--- src/hw/strap_decode_pkg.sv ---
// Constants and types for the port width strap decoder
package strap_decode_pkg;
  localparam int STRAP_W = 6;
  localparam int NUM_PORTS = 10;
  localparam int RISER_PINS = 4;
  // Strap code limits and special codes
  localparam logic [5:0] STRAP_MIN = 6'h00;
  localparam logic [5:0] STRAP_MAX = 6'h3B;
  localparam logic [5:0] STRAP_FW_HOLD = 6'h1F;
  localparam logic [5:0] STRAP_BASE = 6'h20;
  // Strap bit positions
  localparam int BIT_MERGE_7_8 = 0;
  localparam int BIT_MERGE_9_10 = 1;
  localparam int BIT_MERGE_3_4 = 2;
  localparam int BIT_MERGE_5_6 = 3;
  localparam int BIT_X16_3 = 4;
  localparam int BIT_BOARD_HIGH = 5;
  // Width encoding per port
  typedef enum logic [2:0] {
    WIDTH_NONE = 3'h0,
    WIDTH_X4 = 3'h1,
    WIDTH_X8 = 3'h2,
    WIDTH_X16 = 3'h4
  } width_t;
  // Capture sequence states
  typedef enum logic [1:0] {
    ST_WAIT = 2'h1,
    ST_DONE = 2'h2
  } state_t;
  localparam logic [5:0] STRAP_RESET = 6'h00;
  // Settle count and register values after reset
  localparam logic [1:0] SETTLE_COUNT = 2'h2;
  localparam logic [1:0] SETTLE_RESET = 2'h0;
  localparam logic [29:0] WIDTH_RESET = 30'h0;
  localparam logic [9:0] PRESENT_RESET = 10'h0;
endpackage : strap_decode_pkg

--- src/hw/riser_port_width_strap_decode.sv ---
// Power-on strap capture and port width decode for ten hub ports
// What this block does
// - Sample six-bit width strap at power-on
// - Straps must lie within accepted code range
// - Bits 4,3,2,0 from riser pins 3..0
// - Base code: all x4, port 2 absent
// - Bit 0 merges ports 7,8 as x8
// - Bit 1 merges ports 9,10 as x8
// - Bit 2 alone: port 3 x8, 4 absent
// - Bit 3 alone: port 5 x8, 6 absent
// - Bit 4: port 3 x16, 4-6 absent
// - Merge bits combine independently, except bit 2 or 3 with bit 4, which is flagged unsupported
// - Code 1F holds for firmware configuration
`timescale 1ns/1ps
`default_nettype none
module riser_port_width_strap_decode (
  // Clock and power-on reset
  input wire logic clk_in,
  input wire logic rst_b_in,
  // Strap pins
  input wire logic [3:0] riser_id_pin_in,
  input wire logic board_strap_high_in,
  input wire logic io_module_strap_in,
  // Decoded configuration, one 3-bit width per port, port 1 in bits 2:0
  output logic [29:0] port_width_out,
  output logic [9:0] port_present_out,
  output logic [5:0] port_width_strap_out,
  output logic hold_for_firmware_config_out,
  output logic strap_unsupported_out,
  output logic config_valid_out
);
  // Synchroniser stages and capture state
  logic [5:0] sync1_q, sync1_d;
  logic [5:0] sync2_q, sync2_d;
  logic [5:0] strap_q, strap_d;
  strap_decode_pkg::state_t state_q, state_d;
  logic [29:0] width_q, width_d;
  logic [9:0] present_q, present_d;
  logic hold_q, hold_d;
  logic unsup_q, unsup_d;
  logic [5:0] raw_strap;
  logic [5:0] s;
  strap_decode_pkg::width_t w [strap_decode_pkg::NUM_PORTS];
  // Settle counter and valid flag
  logic [1:0] sync_cnt_q, sync_cnt_d;
  logic valid_q, valid_d;
  // Code classification of the captured strap
  logic is_hold;
  logic in_table;
  logic below_base;
  logic x16_with_merge;
  logic above_max;
  // Merge selections taken from the captured strap
  logic x16_3;
  logic merge_34;
  logic merge_56;
  logic merge_78;
  logic merge_910;

  // Assemble strap word from riser and board sources
  assign raw_strap = {board_strap_high_in, riser_id_pin_in[3], riser_id_pin_in[2],
                      riser_id_pin_in[1], io_module_strap_in, riser_id_pin_in[0]};
  assign s = strap_q;

  // Next state: pins pass two flops, then one capture at the first settled cycle
  always_comb begin
    sync1_d = raw_strap;
    sync2_d = sync1_q;
    strap_d = strap_q;
    state_d = state_q;
    case (state_q)
      strap_decode_pkg::ST_WAIT: begin
        // Two-cycle wait lets the synchroniser fill before capture
        if (sync_cnt_q == strap_decode_pkg::SETTLE_COUNT) begin
          strap_d = sync2_q;
          state_d = strap_decode_pkg::ST_DONE;
        end
      end
      strap_decode_pkg::ST_DONE: begin
        strap_d = strap_q;
      end
      default: begin
        state_d = strap_decode_pkg::ST_WAIT;
      end
    endcase
  end

  // Settle counter; stops at its end value so the capture fires once
  always_comb begin
    sync_cnt_d = sync_cnt_q;
    if (state_q == strap_decode_pkg::ST_WAIT && sync_cnt_q != strap_decode_pkg::SETTLE_COUNT) begin
      sync_cnt_d = sync_cnt_q + 2'h1;
    end
  end

  // Merge selections; bit 4 overrides the two upper pair merges
  assign x16_3 = s[strap_decode_pkg::BIT_X16_3];
  assign merge_34 = s[strap_decode_pkg::BIT_MERGE_3_4] && !x16_3;
  assign merge_56 = s[strap_decode_pkg::BIT_MERGE_5_6] && !x16_3;
  assign merge_78 = s[strap_decode_pkg::BIT_MERGE_7_8];
  assign merge_910 = s[strap_decode_pkg::BIT_MERGE_9_10];

  // Per-port widths; each pair decodes on its own bit, with bit 4 masking the 3-4 and 5-6 merges
  always_comb begin
    for (int i = 0; i < strap_decode_pkg::NUM_PORTS; i++) begin
      w[i] = strap_decode_pkg::WIDTH_X4;
    end
    w[1] = strap_decode_pkg::WIDTH_NONE;
    if (x16_3) begin
      w[2] = strap_decode_pkg::WIDTH_X16;
      w[3] = strap_decode_pkg::WIDTH_NONE;
      w[4] = strap_decode_pkg::WIDTH_NONE;
      w[5] = strap_decode_pkg::WIDTH_NONE;
    end
    if (merge_34) begin
      w[2] = strap_decode_pkg::WIDTH_X8;
      w[3] = strap_decode_pkg::WIDTH_NONE;
    end
    if (merge_56) begin
      w[4] = strap_decode_pkg::WIDTH_X8;
      w[5] = strap_decode_pkg::WIDTH_NONE;
    end
    // Lower merges apply regardless of the upper ones
    if (merge_78) begin
      w[6] = strap_decode_pkg::WIDTH_X8;
      w[7] = strap_decode_pkg::WIDTH_NONE;
    end
    if (merge_910) begin
      w[8] = strap_decode_pkg::WIDTH_X8;
      w[9] = strap_decode_pkg::WIDTH_NONE;
    end
  end

  // Classify the captured code; legal codes past the table are flagged, not guessed
  assign is_hold = (s == strap_decode_pkg::STRAP_FW_HOLD);
  assign below_base = (s < strap_decode_pkg::STRAP_BASE);
  assign x16_with_merge = x16_3 && (s[strap_decode_pkg::BIT_MERGE_5_6] || s[strap_decode_pkg::BIT_MERGE_3_4]);
  assign above_max = (s > strap_decode_pkg::STRAP_MAX);
  assign in_table = !below_base && !x16_with_merge && !above_max;

  // Decoded outputs load only in the done state; undecoded codes show no ports
  always_comb begin
    hold_d = hold_q;
    unsup_d = unsup_q;
    width_d = width_q;
    present_d = present_q;
    if (state_q == strap_decode_pkg::ST_DONE) begin
      hold_d = is_hold;
      unsup_d = !is_hold && !in_table;
      for (int i = 0; i < strap_decode_pkg::NUM_PORTS; i++) begin
        width_d[3*i +: 3] = in_table ? w[i] : strap_decode_pkg::WIDTH_NONE;
        present_d[i] = in_table && (w[i] != strap_decode_pkg::WIDTH_NONE);
      end
    end
  end

  // Valid rises on the same edge as the decoded outputs
  always_comb begin
    valid_d = (state_q == strap_decode_pkg::ST_DONE);
  end

  // Synchroniser and capture registers; reset takes constants only
  // Pins are slow level straps, so a plain two-flop chain is enough
  always_ff @(posedge clk_in or negedge rst_b_in) begin
    if (!rst_b_in) begin
      sync1_q <= strap_decode_pkg::STRAP_RESET;
      sync2_q <= strap_decode_pkg::STRAP_RESET;
      strap_q <= strap_decode_pkg::STRAP_RESET;
      state_q <= strap_decode_pkg::ST_WAIT;
    end else begin
      sync1_q <= sync1_d;
      sync2_q <= sync2_d;
      strap_q <= strap_d;
      state_q <= state_d;
    end
  end

  // Settle counter register
  always_ff @(posedge clk_in or negedge rst_b_in) begin
    if (!rst_b_in) begin
      sync_cnt_q <= strap_decode_pkg::SETTLE_RESET;
    end else begin
      sync_cnt_q <= sync_cnt_d;
    end
  end

  // Decoded configuration registers
  always_ff @(posedge clk_in or negedge rst_b_in) begin
    if (!rst_b_in) begin
      width_q <= strap_decode_pkg::WIDTH_RESET;
      present_q <= strap_decode_pkg::PRESENT_RESET;
      hold_q <= 1'h0;
      unsup_q <= 1'h0;
    end else begin
      width_q <= width_d;
      present_q <= present_d;
      hold_q <= hold_d;
      unsup_q <= unsup_d;
    end
  end

  // Valid register; low through reset so users ignore the zero outputs
  always_ff @(posedge clk_in or negedge rst_b_in) begin
    if (!rst_b_in) begin
      valid_q <= 1'h0;
    end else begin
      valid_q <= valid_d;
    end
  end

  // Outputs straight from flops
  assign port_width_out = width_q;
  assign port_present_out = present_q;
  assign port_width_strap_out = strap_q;
  assign hold_for_firmware_config_out = hold_q;
  assign strap_unsupported_out = unsup_q;
  assign config_valid_out = valid_q;
endmodule : riser_port_width_strap_decode
`default_nettype wire

--- config.mk ---
export PLATFORM = sky130hd
export DESIGN_NAME = riser_port_width_strap_decode
export DESIGN_NICKNAME = d
export VERILOG_FILES = /design/src/hw/strap_decode_pkg.sv /design/src/hw/riser_port_width_strap_decode.sv
export SDC_FILE = /design/constraint.sdc
export NUM_CORES = 1
export LEC_CHECK = 0
export BUFFER_PORTS_ARGS = -buffer_cell sky130_fd_sc_hd__buf_2
export CORE_ASPECT_RATIO = 1.2
export CORE_MARGIN = 2
export CORE_UTILIZATION = 40
export DETAILED_ROUTE_END_ITERATION = 12
export GPL_ROUTABILITY_DRIVEN = 0
export GPL_TIMING_DRIVEN = 1
export PLACE_DENSITY = 0.7
export SLEW_MARGIN = 5
export SYNTH_ARGS = -nofsm -noshare
export SYNTH_HDL_FRONTEND = slang
export SYNTH_SLANG_ARGS = --single-unit
--- constraint.sdc ---
create_clock -name clk_in -period 1.3 [get_ports clk_in]
set_clock_uncertainty 0.15 [all_clocks]
set_input_delay 0 -clock clk_in [delete_from_list [all_inputs] [get_ports clk_in]]
set_output_delay 0 -clock clk_in [all_outputs]
set_load 0.01 [all_outputs]
# Word level (Yosys, flattened, before mapping)
# Cells that the tools add are included.
[op_classes]
n_addsub = 1
order_cmp = 2
eq_ne = 6
mux = 16
bitwise_logic = 1
n_reduce_logical = 32
[op_table]
columns = ["op", "n"]
rows = [
  ["3-bit two-way mux", 8],
  ["3-bit nonzero test", 8],
  ["1-bit logical AND", 15],
  ["12-bit two-way mux", 1],
  ["6-bit two-way mux", 2],
  ["5-bit two-way mux", 2],
  ["6-bit by 5-bit equality test with 1-bit output (second input constant)", 1],
  ["6-bit > comparator (second input constant)", 1],
  ["1-bit zero test", 6],
  ["6-bit less-than comparator (second input constant)", 1],
  ["2-bit equality test (second input constant)", 2],
  ["2-bit inequality test (second input constant)", 2],
  ["2-bit case mux with 2 select lines", 1],
  ["2-bit AND reduction", 2],
  ["2-bit by 1-bit adder with 2-bit output (second input constant)", 1],
  ["2-bit by 1-bit equality test with 1-bit output (second input constant)", 1],
  ["2-bit two-way mux", 1],
  ["1-bit logical OR", 1],
  ["1-bit two-way mux", 1],
  ["1-bit inverter", 1],
]
[word_totals]
reg_bits = 61
input_bits = 8
out_inout_bits = 49
wordCells = 68

# Logic depth before layout (Yosys ltp)
[logic_depth]
depth_word = 7
ltp_mapped = 5
ltp_nobuf = 5

# Least setup slack after synthesis
# Ideal clock, no wire load.
[synth_path]
kind = "reg-to-reg"
from = "register state_q[0]"
to = "register width_q[8], in the netlist port_width_out[8]"
setup_ns = 0.121
t_arrival_ns = 1.115
required_time_ns = 1.029
path_slack_ns = -0.086
stages_incl_launch_ff = 6
path_buffers = 1
synth_period_minus_slack_ns = 1.386
path_cell_list = "dfstp_2 -> nand2b_4 -> buf_8 -> inv_4 -> and3_4 -> a22o_1"
[synth_between]
elab_chain_cells = 1
[synth_lines]
columns = ["item", "line_no", "source"]
rows = [
  ["start: declaration", "riser_port_width_strap_decode.sv:36", "strap_decode_pkg::state_t state_q, state_d;"],
  ["start signal: assignment", "riser_port_width_strap_decode.sv:169", "state_q <= strap_decode_pkg::ST_WAIT;"],
  ["start signal: assignment", "riser_port_width_strap_decode.sv:174", "state_q <= state_d;"],
  ["2-bit equality test", "-", ""],
  ["via valid_d", "riser_port_width_strap_decode.sv:46", "logic valid_q, valid_d;"],
  ["end signal: assignment", "riser_port_width_strap_decode.sv:190", "width_q <= strap_decode_pkg::WIDTH_RESET;"],
  ["end signal: assignment", "riser_port_width_strap_decode.sv:195", "width_q <= width_d;"],
  ["end: declaration", "riser_port_width_strap_decode.sv:37", "logic [29:0] width_q, width_d;"],
]
# The timed path passes the listed nets, and every way through them passes these cells.
# A chain may end at the register's enable or synchronous reset.

# Worst setup path after layout
# Ends and elaborated chain as after synthesis.

==> metrics.csv <==
metric,value,unit
status,"finished, violations left",
failing checks,negative setup slack,
pwr dens,1120,mW/mm^2
P_leak,0.991,nW
synthesized instance count,116,
Vias,939,
final wirelength,2520,um
GRT Total Usage,0.131,
Hold Crit Class,primary input to asynchronous set/reset pin,
Final Setup Violations,16,
area delta synth->final,30.4,%
Layout Cell Area excl Fill,0.00196,mm^2
"EDFF count, synth",0,
Synth area leader,dfrtp_1,
max cap viols,0,
fin cells,222,
setup TNS,-0.700,ns
utilization after layout,0.540,
post-synthesis sequential area ratio,0.616,
area post-placement,0.00168,mm^2
type of origin of the critical path,flop,
Final min period,1.39,ns
most frequent cells in the layout,"buf_2 (39), dfrtp_1 (36), conb_1 (17)",
crit path kind,flop to flop,
first-pass GRT wire length,4080,um
Final WS setup,-0.0886,ns
htree depth,2,
CTS tree,yes,
Root Buffer,clkbuf_8,
Syn Area/Cell,13.0,um^2
synth unique cells,28,
RSZ-0062 raised after global routing,true,
ANT cells,0,
DR vias/cell,4.23,
Hold Slack,0.0335,ns
Initial Utilization,0.414,
Synth top area share,0.599,
Yosys Warn Count,0,
"top cells by area, synth","dfrtp_1 (60%), buf_4 (14%), mux2_2 (4.5%)",
Max Fclk,0.720,GHz
"Slew Viols, Final",0,
fin nets,178,
row count,24,
initial antenna violation count,0,
Arrival @ worst endpoint,1.41,ns
Synth Register Bits,37,
filler instances,309,
Main synth FF type,dfrtp_1,
"Remaining Overflow, GRT",0,
vias in the first global route,966,
pin count of the biggest net entering global routing,20,
"Reg clk slew, reported paths",0.07,ns
Post-synth ARST share,1.00,
Final period util,1.07,
wire length per cell,11.3,um
Syn Std Cell Area,0.00150,mm^2
"commonest non-fill, non-tap cell in the layout",buf_2,
DRT antenna net count,0,
Die Ht,71.2,um
share of cells above drive strength 1,0.488,
VDD IR-drop max,0.701,mV
Final HPWL DP,1860,um
CP endpoint kind,flop,
final hold vios,0,
CTS Buffer Depth,2,
Port Buf Inserts,39,
worst-path fanout max,4,
First-pass DRT Iterations,2,
Die Wd,60.0,um
Core ar.,0.00363,mm^2
Ports,57,
CTS Buf Count,5,
insertion delay to the later sink of the worst-skew pair,0.29,ns
Worst R2R Path Depth,4,
CTS Sinks,37,
CP required,1.32,ns
initial DRC count,14,
placed insts,203,
Post-route DRC,0,
Die Area,0.00427,mm^2
[per-stage QoR]
step                      total power [mW]  setup slack [ns]
after floorplan                       1.39           -0.0858
after global placement                1.43           -0.0758
after detailed placement              1.43            -0.123
after CTS                             2.22           -0.0789
after global routing                  2.30            -0.145
final                                 2.20           -0.0886
[registers in the layout (all words and copies together), names as in the netlist]
signal,cells
port_width_out,8
port_width_strap_out,6
sync1_q,6
sync2_q,6
port_present_out,4
state_q,2
sync_cnt_q,2
config_valid_out,1
hold_for_firmware_config_out,1
strap_unsupported_out,1
[report_power, final]
group	total, mW	switching [mW]	internal [mW]
combinational	0.207	0.117	0.0899
clock	0.762	0.383	0.379
sequential	1.23	0.0307	1.20
total	2.20	0.531	1.67
[layout make-up]
class	count	area, um^2	area share
Clock buffer	7	76.3	0.0389
Inverter	4	17.5	0.00893
Tap cell	52	65.1	0.0332
Multi-Input combinational cell	61	462	0.235
Sequential cell	37	927	0.473
Clock inverter	1	7.51	0.00383
Timing Repair Buffer	60	405	0.207
[synthesized netlist by cell type (2+ instances only)]
cell,instances
a22o_1,4
buf_4,28
dfrtp_1,36
inv_1,3
mux2_2,6
nand2_1,12
o21ai_0,5
o21ai_1,2
[final timing paths]
| path | to | slack, ns | startpoint |
|---|---|---|---|
| worst max register to register | port_width_out[8] | -0.09 | state_q[0] |
| worst max-delay path | port_width_out[8] | -0.09 | state_q[0] |
| min in group clk_in | sync1_q[0] | 0.20 | riser_id_pin_in[0] |
| worst min register to register | sync2_q[2] | 0.20 | sync1_q[2] |
| worst min-delay path | sync1_q[0] | 0.03 | rst_b_in |
| max in group asynchronous | state_q[0] | 0.44 | rst_b_in |
[repair_timing]
action | in CTS | in global routing
gates resized for setup | 11 | 16
hold buffers | 7 | 0
endpoints found under the hold margin | 42 | 0
buffers inserted | 2 | 2
setup endpoints to repair | 17 | 21
pin swaps | 2 | 3
[per-layer routing]
layer / routed length [um] / part of all wire / track usage
met5: 0 / 0 / 0
met4: 32 / 0.013 / 0.0593
met1: 1010 / 0.40 / 0.139
met2: 1350 / 0.54 / 0.221
met3: 123 / 0.049 / 0.0567
[critical path: stages (launching register included)]
cell	delay, ns
dfstp_2	0.55
nand2b_4	0.17
inv_4	0.05
and3_4	0.17
a22o_1	0.17
[kinds of logic after synthesis]
kind of cell	count (synthesis)	share of synthesized area
other	1	0.00249
flip-flops	37	0.616
AND/OR/NAND/NOR	24	0.106
XOR/XNOR	1	0.00582
buffers and inverters	34	0.165
AO/OA/AOI/OAI	12	0.0516
adder cells (fa/ha/maj)	1	0.00832
multiplexers	6	0.0449
No activity file was read; power rests on OpenSTA's default activity.
